[src/hip_pkg.sv]
// Constants and types shared by the handshake input port and its timer.
package hip_pkg;

    // ------------------------------------------------------------------
    // Widths and reset values
    // ------------------------------------------------------------------
    localparam int        DATA_W       = 8;
    localparam int        TC_W         = 16;
    localparam logic      RFD_RESET    = 1'b1;
    localparam logic      DAC_RESET    = 1'b0;
    localparam logic [2:0] SYNC_RESET  = 3'h7;
    localparam logic [TC_W-1:0] TC_ONE = 16'h0001;

    // ------------------------------------------------------------------
    // Mode encodings
    // ------------------------------------------------------------------
    typedef enum logic [1:0] {
        HIP_HS_INTERLOCKED = 2'h0,
        HIP_HS_STROBED     = 2'h1,
        HIP_HS_PULSED      = 2'h2,
        HIP_HS_THREE_WIRE  = 2'h3
    } hip_hs_mode_t;

    typedef enum logic [1:0] {
        HIP_MATCH_OFF      = 2'h0,
        HIP_MATCH_AND      = 2'h1,
        HIP_MATCH_OR       = 2'h2,
        HIP_OR_TRANSITION  = 2'h3
    } hip_match_mode_t;

    typedef enum logic [1:0] {
        HIP_DUTY_PULSE     = 2'h0,
        HIP_DUTY_ONE_SHOT  = 2'h1,
        HIP_DUTY_SQUARE    = 2'h2
    } hip_duty_t;

    // Timer states, Gray coded along idle, delay, low.
    typedef enum logic [1:0] {
        HIP_TMR_IDLE  = 2'b00,
        HIP_TMR_DELAY = 2'b01,
        HIP_TMR_LOW   = 2'b11
    } hip_tmr_state_t;

endpackage

[src/hip_tmr_if.sv]
// Interface between the handshake logic and the acknowledge delay timer.
interface hip_tmr_if;
    logic                       trigger;
    logic [hip_pkg::TC_W-1:0]   time_constant;
    logic [1:0]                 duty;
    logic                       ack_int_n;

    modport ctl (
        output trigger,
        output time_constant,
        output duty,
        input  ack_int_n
    );

    modport tmr (
        input  trigger,
        input  time_constant,
        input  duty,
        output ack_int_n
    );
endinterface
[src/hip_ack_timer.sv]
// Acknowledge delay timer that builds the internal strobe in pulsed mode.
module hip_ack_timer (
    input  wire logic  clk_in,
    input  wire logic  rst_n_in,
    hip_tmr_if.tmr     tmr
);

    // ------------------------------------------------------------------
    // State
    // ------------------------------------------------------------------
    hip_pkg::hip_tmr_state_t     state_r;
    logic [hip_pkg::TC_W-1:0]    cnt_r;
    logic [hip_pkg::TC_W-1:0]    tc_eff;
    hip_pkg::hip_duty_t          duty;

    // A zero time constant would never expire, so it acts as one cycle.
    assign tc_eff = (tmr.time_constant == '0) ? hip_pkg::TC_ONE
                                              : tmr.time_constant;
    assign duty   = hip_pkg::hip_duty_t'(tmr.duty);

    // Internal acknowledge is low only in the low phase.
    assign tmr.ack_int_n = (state_r != hip_pkg::HIP_TMR_LOW);

    // ------------------------------------------------------------------
    // Sequencer
    // ------------------------------------------------------------------
    // Triggers while busy are ignored; retriggering would stretch the
    // strobe without bound if the source chatters.
    always_ff @(posedge clk_in or negedge rst_n_in) begin
        if (!rst_n_in) begin
            state_r <= hip_pkg::HIP_TMR_IDLE;
            cnt_r   <= '0;
        end else begin
            unique case (state_r)
                hip_pkg::HIP_TMR_IDLE: begin
                    if (tmr.trigger) begin
                        cnt_r <= tc_eff;
                        if (duty == hip_pkg::HIP_DUTY_ONE_SHOT) begin
                            state_r <= hip_pkg::HIP_TMR_LOW;
                        end else begin
                            state_r <= hip_pkg::HIP_TMR_DELAY;
                        end
                    end
                end
                hip_pkg::HIP_TMR_DELAY: begin
                    if (cnt_r == hip_pkg::TC_ONE) begin
                        state_r <= hip_pkg::HIP_TMR_LOW;
                        if (duty == hip_pkg::HIP_DUTY_SQUARE) begin
                            cnt_r <= tc_eff;
                        end else begin
                            cnt_r <= hip_pkg::TC_ONE;
                        end
                    end else begin
                        cnt_r <= cnt_r - hip_pkg::TC_ONE;
                    end
                end
                hip_pkg::HIP_TMR_LOW: begin
                    if (cnt_r == hip_pkg::TC_ONE) begin
                        state_r <= hip_pkg::HIP_TMR_IDLE;
                    end else begin
                        cnt_r <= cnt_r - hip_pkg::TC_ONE;
                    end
                end
                default: begin
                    state_r <= hip_pkg::HIP_TMR_IDLE;
                end
            endcase
        end
    end

endmodule

[src/hip_input_port.sv]
// Handshake input port: strobe sync, buffer, data register, match, pending.
module hip_input_port (
    input  wire logic                         MCLK_IN,
    input  wire logic                         RESET_N_IN,
    input  wire logic [hip_pkg::DATA_W-1:0]   PORT_DATA_IN,
    input  wire logic                         STROBE_IN_N_IN,
    output logic                              READY_FOR_BYTE_OUT,
    output logic                              DATA_ACCEPTED_OUT,
    input  wire logic [1:0]                   HS_MODE_IN,
    input  wire logic                         SINGLE_BUFFER_SEL_IN,
    input  wire logic                         TWO_BYTE_IRQ_SEL_IN,
    input  wire logic                         MATCH_ONLY_IRQ_IN,
    input  wire logic [1:0]                   MATCH_MODE_SEL_IN,
    input  wire logic [hip_pkg::DATA_W-1:0]   MATCH_VALUE_IN,
    input  wire logic [hip_pkg::DATA_W-1:0]   MATCH_MASK_IN,
    input  wire logic [hip_pkg::TC_W-1:0]     TIME_CONSTANT_IN,
    input  wire logic [1:0]                   TIMER_DUTY_IN,
    input  wire logic                         DATA_READ_IN,
    input  wire logic                         IRQ_CLEAR_IN,
    output logic [hip_pkg::DATA_W-1:0]        IN_DATA_OUT,
    output logic                              INPUT_FULL_FLAG_OUT,
    output logic                              MATCH_FLAG_OUT,
    output logic                              IRQ_PENDING_OUT
);

    // ------------------------------------------------------------------
    // Declarations
    // ------------------------------------------------------------------
    hip_pkg::hip_hs_mode_t           hs_mode;
    hip_pkg::hip_match_mode_t        match_mode;
    logic [2:0]                      strobe_s_r;
    logic                            strobe_lvl_r;
    logic [hip_pkg::DATA_W-1:0]      data_s1_r;
    logic [hip_pkg::DATA_W-1:0]      data_s2_r;
    logic [hip_pkg::DATA_W-1:0]      data_s3_r;
    logic [hip_pkg::DATA_W-1:0]      data_lvl_r;
    logic                            pin_fall;
    logic                            ack_lvl;
    logic                            ack_prev_r;
    logic                            ack_fall;
    logic [hip_pkg::DATA_W-1:0]      buf_r;
    logic                            buf_full_r;
    logic [hip_pkg::DATA_W-1:0]      idr_r;
    logic                            input_full_flag_r;
    logic                            match_flag_r;
    logic                            irq_pending_r;
    logic                            read_seen_r;
    logic                            ready_for_byte_r;
    logic                            data_accepted_r;
    logic                            capture;
    logic                            move;
    logic                            byte_match;
    logic                            match_on;
    logic                            rd;
    logic                            release_hold;
    logic                            empty_now;
    logic                            irq_set;
    logic                            irq_clr;
    logic                            ready_cond;

    hip_tmr_if tmr_bus ();

    assign hs_mode    = hip_pkg::hip_hs_mode_t'(HS_MODE_IN);
    assign match_mode = hip_pkg::hip_match_mode_t'(MATCH_MODE_SEL_IN);

    // ------------------------------------------------------------------
    // Pin synchronisers
    // ------------------------------------------------------------------
    // Three flops per pin; a new level is accepted only when the second
    // and third agree, so a runt on the strobe makes no edge at all.
    always_ff @(posedge MCLK_IN or negedge RESET_N_IN) begin
        if (!RESET_N_IN) begin
            strobe_s_r   <= hip_pkg::SYNC_RESET;
            strobe_lvl_r <= 1'b1;
        end else begin
            strobe_s_r <= {strobe_s_r[1:0], STROBE_IN_N_IN};
            if (strobe_s_r[1] == strobe_s_r[2]) begin
                strobe_lvl_r <= strobe_s_r[2];
            end
        end
    end

    // The data pins follow the same path, so they stay aligned with
    // the strobe that qualifies them.
    always_ff @(posedge MCLK_IN or negedge RESET_N_IN) begin
        if (!RESET_N_IN) begin
            data_s1_r  <= '0;
            data_s2_r  <= '0;
            data_s3_r  <= '0;
            data_lvl_r <= '0;
        end else begin
            data_s1_r <= PORT_DATA_IN;
            data_s2_r <= data_s1_r;
            data_s3_r <= data_s2_r;
            if (data_s2_r == data_s3_r) begin
                data_lvl_r <= data_s3_r;
            end
        end
    end

    // One-cycle pulse when the accepted pin level turns low.
    assign pin_fall = strobe_lvl_r && (strobe_s_r[1] == strobe_s_r[2])
                      && !strobe_s_r[2];

    // ------------------------------------------------------------------
    // Acknowledge path and delay timer
    // ------------------------------------------------------------------
    // In pulsed mode the timer sits in the strobe path; its inverted
    // output stands in for the pin in all interlock decisions.
    assign tmr_bus.trigger       = pin_fall
                                   && (hs_mode == hip_pkg::HIP_HS_PULSED);
    assign tmr_bus.time_constant = TIME_CONSTANT_IN;
    assign tmr_bus.duty          = TIMER_DUTY_IN;
    assign ack_lvl = (hs_mode == hip_pkg::HIP_HS_PULSED)
                     ? tmr_bus.ack_int_n : strobe_lvl_r;

    hip_ack_timer u_timer (
        .clk_in   (MCLK_IN),
        .rst_n_in (RESET_N_IN),
        .tmr      (tmr_bus.tmr)
    );

    // Edge detector on the acknowledge actually in use.
    always_ff @(posedge MCLK_IN or negedge RESET_N_IN) begin
        if (!RESET_N_IN) begin
            ack_prev_r <= 1'b1;
        end else begin
            ack_prev_r <= ack_lvl;
        end
    end

    assign ack_fall = ack_prev_r && !ack_lvl;

    // ------------------------------------------------------------------
    // Pattern match
    // ------------------------------------------------------------------
    // The transition mode needs history that the register does not
    // keep, so it simply never matches here.
    assign match_on = (match_mode == hip_pkg::HIP_MATCH_AND)
                      || (match_mode == hip_pkg::HIP_MATCH_OR);

    always_comb begin
        logic [hip_pkg::DATA_W-1:0] eq;
        eq = ~(buf_r ^ MATCH_VALUE_IN) & MATCH_MASK_IN;
        unique case (match_mode)
            hip_pkg::HIP_MATCH_AND:
                byte_match = (eq == MATCH_MASK_IN);
            hip_pkg::HIP_MATCH_OR:
                byte_match = (eq != '0);
            hip_pkg::HIP_MATCH_OFF,
            hip_pkg::HIP_OR_TRANSITION:
                byte_match = 1'b0;
        endcase
    end

    // ------------------------------------------------------------------
    // Event terms
    // ------------------------------------------------------------------
    // A strobe edge against a full buffer is a source error and is
    // dropped; the buffered byte is never overwritten.
    assign capture = ack_fall && !buf_full_r;
    assign move    = buf_full_r && !input_full_flag_r;
    assign rd      = DATA_READ_IN && input_full_flag_r;

    // A matched byte is held until both a read and a pending clear
    // have been seen, in either order.
    assign release_hold = input_full_flag_r && match_flag_r
                          && (rd || read_seen_r)
                          && (!irq_pending_r || IRQ_CLEAR_IN)
                          && !irq_set;
    assign empty_now = (rd && !match_flag_r) || release_hold;

    assign irq_set =
        (move && !TWO_BYTE_IRQ_SEL_IN
              && (!MATCH_ONLY_IRQ_IN || byte_match))
        || (move && TWO_BYTE_IRQ_SEL_IN && match_on
              && byte_match)
        || (capture && TWO_BYTE_IRQ_SEL_IN
              && input_full_flag_r);

    // In two-byte mode only the read that leaves nothing behind in the
    // buffer clears pending; a matched byte needs the clear command.
    assign irq_clr = IRQ_CLEAR_IN
                     || (rd && !match_flag_r
                         && (!TWO_BYTE_IRQ_SEL_IN || !buf_full_r));

    // ------------------------------------------------------------------
    // Buffer register
    // ------------------------------------------------------------------
    // Buffer and data register form the two-entry buffer: the strobe
    // side fills it, the read strobe drains it, and ready-for-byte is
    // the back-pressure toward the source.
    always_ff @(posedge MCLK_IN or negedge RESET_N_IN) begin
        if (!RESET_N_IN) begin
            buf_r      <= '0;
            buf_full_r <= 1'b0;
        end else begin
            if (capture) begin
                buf_r      <= data_lvl_r;
                buf_full_r <= 1'b1;
            end else if (move && !SINGLE_BUFFER_SEL_IN) begin
                buf_full_r <= 1'b0;
            end else if (empty_now && SINGLE_BUFFER_SEL_IN) begin
                buf_full_r <= 1'b0;
            end
        end
    end

    // ------------------------------------------------------------------
    // Input data register and flags
    // ------------------------------------------------------------------
    always_ff @(posedge MCLK_IN or negedge RESET_N_IN) begin
        if (!RESET_N_IN) begin
            idr_r             <= '0;
            input_full_flag_r <= 1'b0;
            match_flag_r      <= 1'b0;
        end else begin
            if (move) begin
                idr_r             <= buf_r;
                input_full_flag_r <= 1'b1;
                match_flag_r      <= byte_match;
            end else if (empty_now) begin
                input_full_flag_r <= 1'b0;
            end
        end
    end

    // Remembers a read of a matched byte until the pending clear comes.
    always_ff @(posedge MCLK_IN or negedge RESET_N_IN) begin
        if (!RESET_N_IN) begin
            read_seen_r <= 1'b0;
        end else begin
            if (move || release_hold) begin
                read_seen_r <= 1'b0;
            end else if (rd && match_flag_r) begin
                read_seen_r <= 1'b1;
            end
        end
    end

    // Pending: a set in the same cycle as a clear wins.
    always_ff @(posedge MCLK_IN or negedge RESET_N_IN) begin
        if (!RESET_N_IN) begin
            irq_pending_r <= 1'b0;
        end else begin
            if (irq_set) begin
                irq_pending_r <= 1'b1;
            end else if (irq_clr) begin
                irq_pending_r <= 1'b0;
            end
        end
    end

    // ------------------------------------------------------------------
    // Handshake outputs
    // ------------------------------------------------------------------
    // Strobed mode ignores the acknowledge level; the others wait for
    // it, which in pulsed mode gives a minimum low time for free.
    always_comb begin
        unique case (hs_mode)
            hip_pkg::HIP_HS_STROBED:
                ready_cond = !buf_full_r;
            hip_pkg::HIP_HS_PULSED:
                ready_cond = !buf_full_r && ack_lvl;
            hip_pkg::HIP_HS_THREE_WIRE:
                ready_cond = !buf_full_r && ack_lvl;
            hip_pkg::HIP_HS_INTERLOCKED:
                ready_cond = !buf_full_r && ack_lvl;
        endcase
    end

    always_ff @(posedge MCLK_IN or negedge RESET_N_IN) begin
        if (!RESET_N_IN) begin
            ready_for_byte_r <= hip_pkg::RFD_RESET;
        end else begin
            if (capture) begin
                ready_for_byte_r <= 1'b0;
            end else if (ready_cond) begin
                ready_for_byte_r <= 1'b1;
            end
        end
    end

    // Data-accepted only ever leaves low in three-wire mode.
    always_ff @(posedge MCLK_IN or negedge RESET_N_IN) begin
        if (!RESET_N_IN) begin
            data_accepted_r <= hip_pkg::DAC_RESET;
        end else begin
            if (hs_mode != hip_pkg::HIP_HS_THREE_WIRE) begin
                data_accepted_r <= 1'b0;
            end else if (capture) begin
                data_accepted_r <= 1'b1;
            end else if (strobe_lvl_r) begin
                data_accepted_r <= 1'b0;
            end
        end
    end

    // ------------------------------------------------------------------
    // Outputs
    // ------------------------------------------------------------------
    assign READY_FOR_BYTE_OUT  = ready_for_byte_r;
    assign DATA_ACCEPTED_OUT   = data_accepted_r;
    assign IN_DATA_OUT         = idr_r;
    assign INPUT_FULL_FLAG_OUT = input_full_flag_r;
    assign MATCH_FLAG_OUT      = match_flag_r;
    assign IRQ_PENDING_OUT     = irq_pending_r;

endmodule

[config.mk]
export PLATFORM = sky130hd
export DESIGN_NAME = hip_input_port
export DESIGN_NICKNAME = d
export VERILOG_FILES = /design/src/hip_pkg.sv /design/src/hip_tmr_if.sv /design/src/hip_ack_timer.sv /design/src/hip_input_port.sv
export SDC_FILE = /design/constraint.sdc
export NUM_CORES = 1
export LEC_CHECK = 0
export ABC_AREA = 0
export BUFFER_PORTS_ARGS = -buffer_cell sky130_fd_sc_hd__clkbuf_2
export CAP_MARGIN = 20
export CORE_MARGIN = 2
export CORE_UTILIZATION = 55
export CTS_CLUSTER_DIAMETER = 80
export DETAILED_ROUTE_END_ITERATION = 12
export PLACE_DENSITY = 0.76
export SYNTH_ARGS = -nofsm -noshare
export SYNTH_HDL_FRONTEND = slang
export SYNTH_SLANG_ARGS = --single-unit
[constraint.sdc]
create_clock -name MCLK_IN -period 2.5 [get_ports MCLK_IN]
set_input_delay 0.5 -clock MCLK_IN [delete_from_list [all_inputs] [get_ports MCLK_IN]]
set_output_delay 0.5 -clock MCLK_IN [all_outputs]
set_load 0.02 [all_outputs]
==> summary.md, run 1 <==
| Metric | Value |
|---|---|
| MaxCap Viol Count | 0 |
| ANT nets after route | 0 |
| Total Negative Setup Slacks | 0 ns |
| Final Util | 67.4% |
| Total wire length | 7480 µm |
| Highest fanout seen on the critical path | 6 |
| Synthesized net count | 385 |
| Routed WL per cell | approximately 15 µm |
| Seq/Total Area, Yosys | 55.2% |
| Setup repair after global routing missed its margin | no |
| Worst max-slew margin expressed relative to the limit | 63.0% |
| Latest clock arrival within the worst-skew pair | 0.33 ns |
| Cell types occupying the most area after synthesis | sky130_fd_sc_hd__dfrtp_1 (51%), sky130_fd_sc_hd__mux2_2 (5.1%), sky130_fd_sc_hd__nand2_1 (4.6%) |
| Type of the worst setup path | reg2reg |
| Cell count after synthesis | 327 |
| Area overhead of the layout relative to synthesis | 19.3% |
| Number of H-tree levels | 3 |
| Post-DP HPWL | 5580 µm |
| Number of buffers added to fix hold violations after cts | 0 |
| CP startpoint kind | register |
| Total power per unit cell area | 850 nW/µm² |
| Slew at the pin with the worst max-slew slack | 0.553 ns |
| Share of cells above drive strength 1 | a little over 30% |
| Io pins | between 60 and 70 |
| Number of global-route vias before repair | roughly 2.8k |
| CP arrival | 2.52 ns |
| DIE WIDTH | 84.3 µm |
| Number of warnings reported in the yosys synthesis log | 0 |
| Tcrit/Tclk final | 92.1% |
| Final Wtd Congestion | 0.912 |
| Via Count | 2,744 |
| Global-route wire length before repair | 12,800 µm |
| Number of flops mapped to enable cells by yosys | 0 |
| Most used cells in the layout excluding fill and tap cells | sky130_fd_sc_hd__dfrtp_1 (72), sky130_fd_sc_hd__clkbuf_2 (65), sky130_fd_sc_hd__nand2_1 (43) |
| Setup violators final | 0 |
| Number of nets in the final layout | 461 |
| Initial drt markers | 243 |
| Mapped Area | around 3500 µm² |
| Most area-hungry cell type in the Yosys netlist | sky130_fd_sc_hd__dfrtp_1 |
| Setup fix buffers added after clock tree synthesis | 0 |
| Global-route usage over all layers | 22.3% |
| Ys flop type | sky130_fd_sc_hd__dfrtp_1 |
| Distinct cell type count of the synthesized netlist | 57 |
| Highest clock frequency the design can meet | 434 MHz |
| Number of remaining DRC errors | 0 |
| Post-route total power | 0.00360 W |
| Core area | ~6300 µm² |
| Most common cell after layout, fill and taps aside | sky130_fd_sc_hd__dfrtp_1 |
| Path type of the worst min-delay path | in2async |
| CTS tree | built |
| Pre-Repair DR Iteration Count | 4 |
| Worst vdd rail ir drop | 0.000486 V |
| Remaining global-route overflow | 0 |
| Number of buffers added on ports | 66 |
| Sort of element at the end of the critical path | register |
| Worst-case clock buffer depth | 2 |
| PostCTS Resize Cnt | 0 |
| Die area | about 7100 µm² |
| Leak Pwr | 2.07 nW |
| Die span in y | ~84 µm |
| Required time of the critical path | about 2.7 ns |
| Number of hold violations in the final report | 0 |
| Average instance area after synthesis | 10.8 µm² |
| Status | completed |
| Fin Clk Skew | between 0.005 and 0.006 ns |
| CTS buffer count | 9 |
| CTS clock-pin slew for the worst setup and hold paths | 0.07 ns |
| Total clock sinks | between 70 and 80 |
| Initial antenna violation count | 0 |
| Total of flip-flops plus latches after synthesis | 78 |
| Starting density of the core | 56.5% |
| Number of placement rows | 29 |
| Final number of max-transition violations | 0 |
| Clk root buf | sky130_fd_sc_hd__clkbuf_8 |
| Final Critical Period | 2.30 ns |
| Antenna fix cells | 0 |
| Area share of the largest cell type after synthesis | 50.8% |
| Fraction of registers with async set or reset after synthesis | 100% |
| DR vias/cell | ~5.7 |
| Pin count of the biggest net entering global routing | 47 |
[cell families after synthesis]
| family | synth area share, % |
|---|---|
| simple gates | 16.4 |
| flops | 55.2 |
| compound gates | 13.6 |
| buf+inv | 3.46 |
| xor+xnor | 4.20 |
| mux | 5.36 |
| fa+ha+maj | 1.69 |
[power breakdown]
| part | switching (W) | internal (W) | total [W] |
|---|---|---|---|
| combinational | 0.000438 | 0.000361 | 0.000799 |
| clock | 0.000411 | 0.000608 | 0.00102 |
| sequential | 0.000257 | 0.00152 | 0.00178 |
| total | 0.00111 | 0.00249 | 0.00360 |
[per-stage QoR]
step	instances	hold WS [ns]	worst slack [ns]	cell area (µm²)
3_3_place_gp	469	0.333	0.256	4000
5_1_grt	483	0.119	0.0485	4230
2_1_floorplan	327	0.204	0.323	3550
3_5_place_dp	469	0.335	0.160	4000
4_1_cts	483	0.102	0.143	4220
6_report	483	0.100	0.197	4230
[final timing paths]
| check | end | depth (start not counted) | from | slack [ns] |
|---|---|---|---|---|
| max | u_timer.cnt_r[12] | 7 | u_timer.cnt_r[0] | 0.20 |
| max reg2reg | u_timer.cnt_r[12] | 7 | u_timer.cnt_r[0] | 0.20 |
| max in group asynchronous | strobe_s_r[1] | 2 | RESET_N_IN | 1.76 |
| min | data_s1_r[7] | 1 | RESET_N_IN | 0.10 |
| min reg2reg | data_s2_r[3] | 0 | data_s1_r[3] | 0.35 |
| min in group MCLK_IN | strobe_s_r[0] | 1 | STROBE_IN_N_IN | 0.24 |
[critical path, stage by stage, from the launching register on]
cell and delay, ns:
sky130_fd_sc_hd__dfrtp_1 0.39, sky130_fd_sc_hd__inv_1 0.11, sky130_fd_sc_hd__ha_1 0.20, sky130_fd_sc_hd__or3b_4 0.41, sky130_fd_sc_hd__or4_4 0.47, sky130_fd_sc_hd__nor3_2 0.19
sky130_fd_sc_hd__o21ai_0 0.11, sky130_fd_sc_hd__a221o_1 0.29
[area by class of cell]
type / count / area (µm²)
Clock inverter: 3 / 68.8
Inverter: 24 / 90.1
Sequential cell: 78 / 1960
Clock buffer: 11 / 151
Tap cell: 77 / 96.3
Fill cell: 490 / 2050
Timing Repair Buffer: 72 / 390
Multi-Input combinational cell: 218 / 1480
[layer usage]
| metal | up-vias | part of all wire [%] | global-route usage (%) |
|---|---|---|---|
| met3 | 15 | 7.3 | 3.83 |
| met2 | 115 | 47 | 35.4 |
| met5 | - | 0 | 0 |
| li1 | 1320 | - | - |
| met1 | 1294 | 43 | 30.5 |
| met4 | 0 | 2.0 | 9.97 |
[flip-flops by register name, summed over array words and instances (netlist names), 2 cells and up]
| register | count |
|---|---|
| IN_DATA_OUT | 8 |
| buf_r | 8 |
| data_lvl_r | 8 |
| data_s1_r | 8 |
| data_s2_r | 8 |
| data_s3_r | 8 |
| strobe_s_r | 3 |
| u_timer.cnt_r | 16 |
| u_timer.state_r | 2 |
[synth_stat cells (2+ instances only)]
| cell | n |
|---|---|
| sky130_fd_sc_hd__o21ai_0 | 16 |
| sky130_fd_sc_hd__and3_1 | 2 |
| sky130_fd_sc_hd__nand3_1 | 3 |
| sky130_fd_sc_hd__or4_1 | 2 |
| sky130_fd_sc_hd__dfrtp_1 | 72 |
| sky130_fd_sc_hd__xor2_1 | 17 |
| sky130_fd_sc_hd__a31oi_1 | 2 |
| sky130_fd_sc_hd__mux2_2 | 16 |
| sky130_fd_sc_hd__nand2_1 | 43 |
| sky130_fd_sc_hd__buf_2 | 2 |
| sky130_fd_sc_hd__nand2b_1 | 2 |
| sky130_fd_sc_hd__o22ai_1 | 4 |
| sky130_fd_sc_hd__nor3_2 | 2 |
| sky130_fd_sc_hd__nor2b_1 | 4 |
| sky130_fd_sc_hd__or3_1 | 3 |
| sky130_fd_sc_hd__a32oi_1 | 2 |
| sky130_fd_sc_hd__nor2_1 | 13 |
| sky130_fd_sc_hd__nor4_1 | 11 |
| sky130_fd_sc_hd__and2_1 | 3 |
| sky130_fd_sc_hd__clkbuf_1 | 4 |
| sky130_fd_sc_hd__o211ai_1 | 3 |
| sky130_fd_sc_hd__nor3_1 | 8 |
| sky130_fd_sc_hd__a22oi_1 | 2 |
| sky130_fd_sc_hd__nor3b_1 | 4 |
| sky130_fd_sc_hd__ha_1 | 4 |
| sky130_fd_sc_hd__o21ai_1 | 2 |
| sky130_fd_sc_hd__dfstp_2 | 6 |
| sky130_fd_sc_hd__a2bb2oi_1 | 2 |
| sky130_fd_sc_hd__a221o_1 | 5 |
| sky130_fd_sc_hd__inv_1 | 23 |
| sky130_fd_sc_hd__o221ai_1 | 5 |
| sky130_fd_sc_hd__o31ai_1 | 2 |
| sky130_fd_sc_hd__a211oi_1 | 2 |
| sky130_fd_sc_hd__a21oi_1 | 13 |
No activity file was read; power rests on OpenSTA's default activity.
==> run 2: changes to the inputs <==
--- a/config.mk
+++ b/config.mk
@@ -9,10 +9,10 @@
 export BUFFER_PORTS_ARGS = -buffer_cell sky130_fd_sc_hd__clkbuf_2
 export CAP_MARGIN = 20
 export CORE_MARGIN = 2
-export CORE_UTILIZATION = 55
+export CORE_UTILIZATION = 50
 export CTS_CLUSTER_DIAMETER = 80
 export DETAILED_ROUTE_END_ITERATION = 12
-export PLACE_DENSITY = 0.76
+export PLACE_DENSITY = 0.73
 export SYNTH_ARGS = -nofsm -noshare
 export SYNTH_HDL_FRONTEND = slang
 export SYNTH_SLANG_ARGS = --single-unit
==> constraint.sdc (replaced) <==
create_clock -name MCLK_IN -period 2.1 [get_ports MCLK_IN]
set_input_delay 0.42 -clock MCLK_IN [delete_from_list [all_inputs] [get_ports MCLK_IN]]
set_output_delay 0.42 -clock MCLK_IN [all_outputs]
set_load 0.02 [all_outputs]
==> summary.md, run 2 (same netlist as run 1, synthesis figures left out) <==
| Metric | Value |
|---|---|
| Reg2reg path depth | 7 |
| Via Count | 2,868 |
| Latest clock arrival within the worst-skew pair | 0.34 ns |
| Destination of the critical timing path | u_timer.cnt_r[12] |
| Non-filler instance count after layout | ~530 |
| Final Util | between 60% and 70% |
| Slew at the pin with the worst max-slew slack | approximately 0.5 ns |
| Worst Setup SP | u_timer.cnt_r[1] |
| Pin count of the biggest net entering global routing | 48 |
| CTS buffer count | 9 |
| Number of global-route vias before repair | 2,737 |
| Most used cells in the layout excluding fill and tap cells | sky130_fd_sc_hd__dfrtp_1 (70), sky130_fd_sc_hd__clkbuf_2 (65), sky130_fd_sc_hd__nand2_1 (43) |
| Global-route wire length before repair | 12,700 µm |
| CP startpoint kind | register |
| Worst vdd rail ir drop | 0.000484 V |
| Number of placed instances, taps included | 502 |
| Final Critical Period | 2.13 ns |
| Setup violators final | 2 |
| Startpoint of the lowest-slack register-to-register path | u_timer.cnt_r[1] |
| Die area | 7780 µm² |
| Total wire length | 7950 µm |
| Number of buffers added on ports | 66 |
| Share of cells above drive strength 1 | 37.1% |
| Routed WL per cell | 15.1 µm |
| CTS tree | built |
| Post-DP HPWL | 5610 µm |
| Critical path cell sequence | inv_2 -> ha_4 -> or3b_4 -> or4_4 -> nor3_4 -> o21ai_1 -> a221o_1 |
| Crit path setup slack, layout | -0.0339 ns |
| Delay contributed by the slowest stage of the critical path | 0.49 ns |
| Clk root buf | sky130_fd_sc_hd__clkbuf_8 |
| Die span in y | 88.2 µm |
| Flip-flop count of the largest register after layout | 16 |
| Filler instances | 558 |
| Worst max-slew margin expressed relative to the limit | around 66% |
| Total power per unit cell area | ~930 nW/µm² |
| CP arrival | around 2.4 ns |
| Pre-Repair DR Iteration Count | 4 |
| MaxCap Viol Count | 0 |
| ANT nets after route | 0 |
| Number of nets in the final layout | 483 |
| Number of hold violations in the final report | 0 |
| Starting density of the core | 51.9% |
| Slowest-stage cell, CP | sky130_fd_sc_hd__or4_4 |
| Total clock sinks | 78 |
| Global-route usage over all layers | a little over a fifth |
| Worst-case clock buffer depth | 2 |
| Status | finished, violations left |
| Number of placement rows | 30 |
| Sort of element at the end of the critical path | register |
| CTS clock-pin slew for the worst setup and hold paths | around 0.08 ns |
| Initial antenna violation count | 0 |
| Leak Pwr | approximately 2.2 nW |
| Number of remaining DRC errors | 0 |
| Fin Clk Skew | between 0.008 and 0.009 ns |
| Remaining global-route overflow | 0 |
| DIE WIDTH | 88.2 µm |
| Antenna fix cells | 0 |
| Register with the most flip-flops | u_timer.cnt_r |
| Core area | between 6000 and 7000 µm² |
| Highest clock frequency the design can meet | 469 MHz |
| Number of H-tree levels | 3 |
| Required time of the critical path | 2.33 ns |
| Type of the worst setup path | reg2reg |
| Path type of the worst min-delay path | in2async |
| Io pins | 67 |
| Most common cell after layout, fill and taps aside | sky130_fd_sc_hd__dfrtp_1 |
| Violated checks | negative setup slack |
| DR vias/cell | 5.46 |
| Reg-to-reg slack, setup | -0.03 ns |
| Number of buffers added to fix hold violations after cts | 0 |
| Final number of max-transition violations | 0 |
| Tcrit/Tclk final | 102% |
| Reg2reg end | u_timer.cnt_r[12] |
| Final Wtd Congestion | 0.942 |
| Initial drt markers | 193 |
| Highest fanout seen on the critical path | 6 |
| Area overhead of the layout relative to synthesis | 26.3% |
| Setup repair after global routing missed its margin | yes |
==> run 2: layer usage <==
layer	up-vias	GRT usage (%)	part of all wire, %
li1	1363	-	-
met1	1367	29.5	44
met2	119	32.7	46
met3	19	4.01	7.7
met4	0	8.40	2.3
met5	-	0	0
==> run 2: area by class of cell <==
cell class / instances / area, µm² / share of cell area [%]
timing repair buffer: 94 / 553 / 12.3
clock inverter: 4 / 32.5 / 0.726
multi-input combinational: 218 / 1580 / 35.3
inverter: 24 / 90.1 / 2.01
sequential: 78 / 1960 / 43.8
clock buffer: 11 / 141 / 3.16
tap: 96 / 120 / 2.68
==> run 2: worst min path at each step <==
stage                        endpoint  slack, ns
finish               u_timer.cnt_r[6]       0.01
global route             data_s1_r[4]       0.04
CTS                 u_timer.cnt_r[15]       0.02
detailed placement       data_s2_r[3]       0.34
global placement         data_s2_r[3]       0.33
floorplan           DATA_ACCEPTED_OUT       0.12
==> run 2: per-stage QoR <==
step | worst slack, ns | TNS (ns) | power, W | instance area, µm² | hold WS [ns]
after CTS | -0.0194 | -0.0232 | 0.00413 | 4350 | 0.0244
after global placement | -0.000550 | -0.000550 | 0.00307 | 4150 | 0.334
after detailed placement | -0.0485 | -0.112 | 0.00311 | 4150 | 0.336
after global routing | -0.0954 | -0.379 | 0.00442 | 4480 | 0.0355
after floorplan | -0.0707 | -0.117 | 0.00272 | 3580 | 0.124
final | -0.0339 | -0.0632 | 0.00418 | 4480 | 0.0140
==> run 2: where the power goes <==
| part | internal (W) | leakage (nW) | switching, W | total (W) |
|---|---|---|---|---|
| sequential | 0.00181 | 0.956 | 0.000300 | 0.00211 |
| combinational | 0.000492 | 1.16 | 0.000562 | 0.00105 |
| clock | 0.000462 | 0.0820 | 0.000553 | 0.00101 |
==> run 2: repair_timing <==
item,CTS,global route
pin swaps,2,3
resized for setup,3,19
endpoints found under the setup margin,5,16
gates cloned,0,1
setup buffers,2,5
==> run 2: worst max-delay path, delay by kind of cell (launching register included) <==
kind | cells | cell delay [ns]
AO/OA/AOI/OAI | 2 | 0.37
adder cells (fa/ha/maj) | 1 | 0.13
buffers and inverters | 1 | 0.08
flip-flops | 1 | 0.41
AND/OR/NAND/NOR | 3 | 1.04
==> run 3: changes to the inputs <==
==> constraint.sdc (replaced) <==
create_clock -name MCLK_IN -period 2.1 [get_ports MCLK_IN]
set_input_delay 0 -clock MCLK_IN [delete_from_list [all_inputs] [get_ports MCLK_IN]]
set_output_delay 0 -clock MCLK_IN [all_outputs]
set_load 0.02 [all_outputs]
==> summary.md, run 3 (same netlist as run 1, synthesis figures left out) <==
| Metric | Value |
|---|---|
| Status | finished, violations left |
| Violated checks | negative setup slack |
| Clk root buf | sky130_fd_sc_hd__clkbuf_8 |
| CTS buffer count | 9 |
| Fin Clk Skew | 0.0127 ns |
| Leak Pwr | between 2 and 2.5 nW |
| ANT nets after route | 0 |
| Most common cell after layout, fill and taps aside | sky130_fd_sc_hd__dfrtp_1 |
| Number of placement rows | 30 |
| Non-filler instance count after layout | 549 |
| DIE WIDTH | approximately 88 µm |
| Sort of element at the end of the critical path | register |
| Final Critical Period | 2.16 ns |
| Tcrit/Tclk final | 103% |
| Global-route wire length before repair | ~12,000 µm |
| Area overhead of the layout relative to synthesis | 34.1% |
| Highest clock frequency the design can meet | 462 MHz |
| Type of the worst setup path | reg2reg |
| Initial antenna violation count | 0 |
| Number of global-route vias before repair | around 2.8k |
| Path type of the worst min-delay path | in2reg |
| CTS clock-pin slew for the worst setup and hold paths | 0.09 ns |
| Worst max-slew margin expressed relative to the limit | 37.0% |
| Number of remaining DRC errors | 0 |
| Number of buffers added on ports | 66 |
| Number of hold violations in the final report | 0 |
| Post-route total power | 0.00431 W |
| Final Util | 69.6% |
| Global-route usage over all layers | 20.7% |
| Post-DP HPWL | 5360 µm |
| Antenna fix cells | 0 |
| Share of cells above drive strength 1 | approximately 34% |
| Most used cells in the layout excluding fill and tap cells | sky130_fd_sc_hd__dfrtp_1 (72), sky130_fd_sc_hd__clkbuf_2 (65), sky130_fd_sc_hd__nand2_1 (43) |
| Number of nets in the final layout | 506 |
| Placement-stage cell area | between 4000 and 5000 µm² |
| Flip-flop count of the largest register after layout | 16 |
| Io pins | 67 |
| CP startpoint kind | register |
| Worst vdd rail ir drop | 0.000447 V |
| Die span in y | 88.2 µm |
| Pin count of the biggest net entering global routing | 79 |
| Total power per unit cell area | 906 nW/µm² |
| Register with the most flip-flops | u_timer.cnt_r |
| Pre-Repair DR Iteration Count | 4 |
| MaxCap Viol Count | 0 |
| DR vias/cell | 5.42 |
| Core area | a little under 7000 µm² |
| Crit path setup slack, layout | -0.0629 ns |
| CP arrival | 2.38 ns |
| Final number of max-transition violations | 0 |
| Number of H-tree levels | 3 |
| Design area | about 4800 µm² |
| Total clock sinks | 78 |
| Remaining global-route overflow | 0 |
| CTS tree | built |
| Worst-case clock buffer depth | 2 |
| Required time of the critical path | 2.32 ns |
| Placement-stage worst setup slack | -0.0609 ns |
| Number of placed instances, taps included | 498 |
| Highest fanout seen on the critical path | 6 |
| Die area | 7780 µm² |
| Setup violators final | 1 |
| Final Wtd Congestion | 0.888 |
| Routed WL per cell | 14.4 µm |
| Initial drt markers | 191 |
| Setup repair after global routing missed its margin | yes |
| Latest clock arrival within the worst-skew pair | roughly 0.35 ns |
| Slew at the pin with the worst max-slew slack | 0.945 ns |
| Starting density of the core | 51.9% |
| Total wire length | 7920 µm |
| Via Count | 2,975 |
[run 3: cell types whose count changed in the layout (fill, tap and decap cells not counted), sizes merged]
cell         delta
buf             -6
bufinv          +1
clkbuf          -1
clkinv          +2
clkinvlp        -1
dlygate4sd3    +29
[run 3: critical path, cell delays in order, from the launching register on]
cell and delay, ns:
sky130_fd_sc_hd__dfrtp_1 0.40, sky130_fd_sc_hd__inv_2 0.08, sky130_fd_sc_hd__ha_4 0.12, sky130_fd_sc_hd__or3b_4 0.37, sky130_fd_sc_hd__or4_4 0.48, sky130_fd_sc_hd__nor3_4 0.19
sky130_fd_sc_hd__o21ai_1 0.09, sky130_fd_sc_hd__a221o_1 0.30
[run 3: metrics by stage]
step	hold slack (ns)	TNS, ns
after global routing	0.0466	-0.626
after detailed placement	0.0892	-0.114
final	0.0518	-0.0629
after floorplan	-0.296	-0.117
after global placement	0.0874	-0.00613
after CTS	0.0350	-0.0839
[run 3: layer usage]
| metal | GRT usage [%] | vias to the layer above | share of wire, % |
|---|---|---|---|
| met2 | 32.9 | 133 | 47 |
| met3 | 4.66 | 14 | 7.5 |
| met4 | 8.82 | 0 | 1.7 |
| li1 | - | 1416 | - |
| met1 | 27.7 | 1412 | 44 |
| met5 | 0 | - | 0 |
[run 3: where the power goes]
part	switching (W)	internal [W]	total, W	leakage, nW
Sequential	0.000289	0.00181	0.00210	0.958
Combinational	0.000560	0.000509	0.00107	1.24
Clock	0.000554	0.000588	0.00114	0.103
Total	0.00140	0.00291	0.00431	2.30
[run 3: timing repair]
item,CTS,global route
setup buffers,0,5
hold buffers,29,0
gates cloned,0,1
pin swaps,1,4
endpoints found under the setup margin,4,14
gates resized for setup,2,24
hold endpoints to repair,99,0
[run 3: worst paths after layout]
kind / endpoint / depth (start not counted) / start / slack (ns)
setup / recovery: u_timer.cnt_r[12] / 7 / u_timer.cnt_r[1] / -0.06
setup reg to reg: u_timer.cnt_r[12] / 7 / u_timer.cnt_r[1] / -0.06
min in group asynchronous: u_timer.cnt_r[8] / 2 / RESET_N_IN / 0.36
hold / removal: READY_FOR_BYTE_OUT / 4 / HS_MODE_IN[1] / 0.05
max in group asynchronous: data_lvl_r[6] / 2 / RESET_N_IN / 1.15
hold reg to reg: data_s2_r[2] / 0 / data_s1_r[2] / 0.35
[run 3: cell type report]
class,instances,area (µm²)
Fill cell,552,2080
Sequential cell,78,1960
Multi-Input combinational cell,218,1580
Timing Repair Buffer,117,800
Clock buffer,10,138
Tap cell,96,120
Inverter,24,92.6
Clock inverter,6,68.8
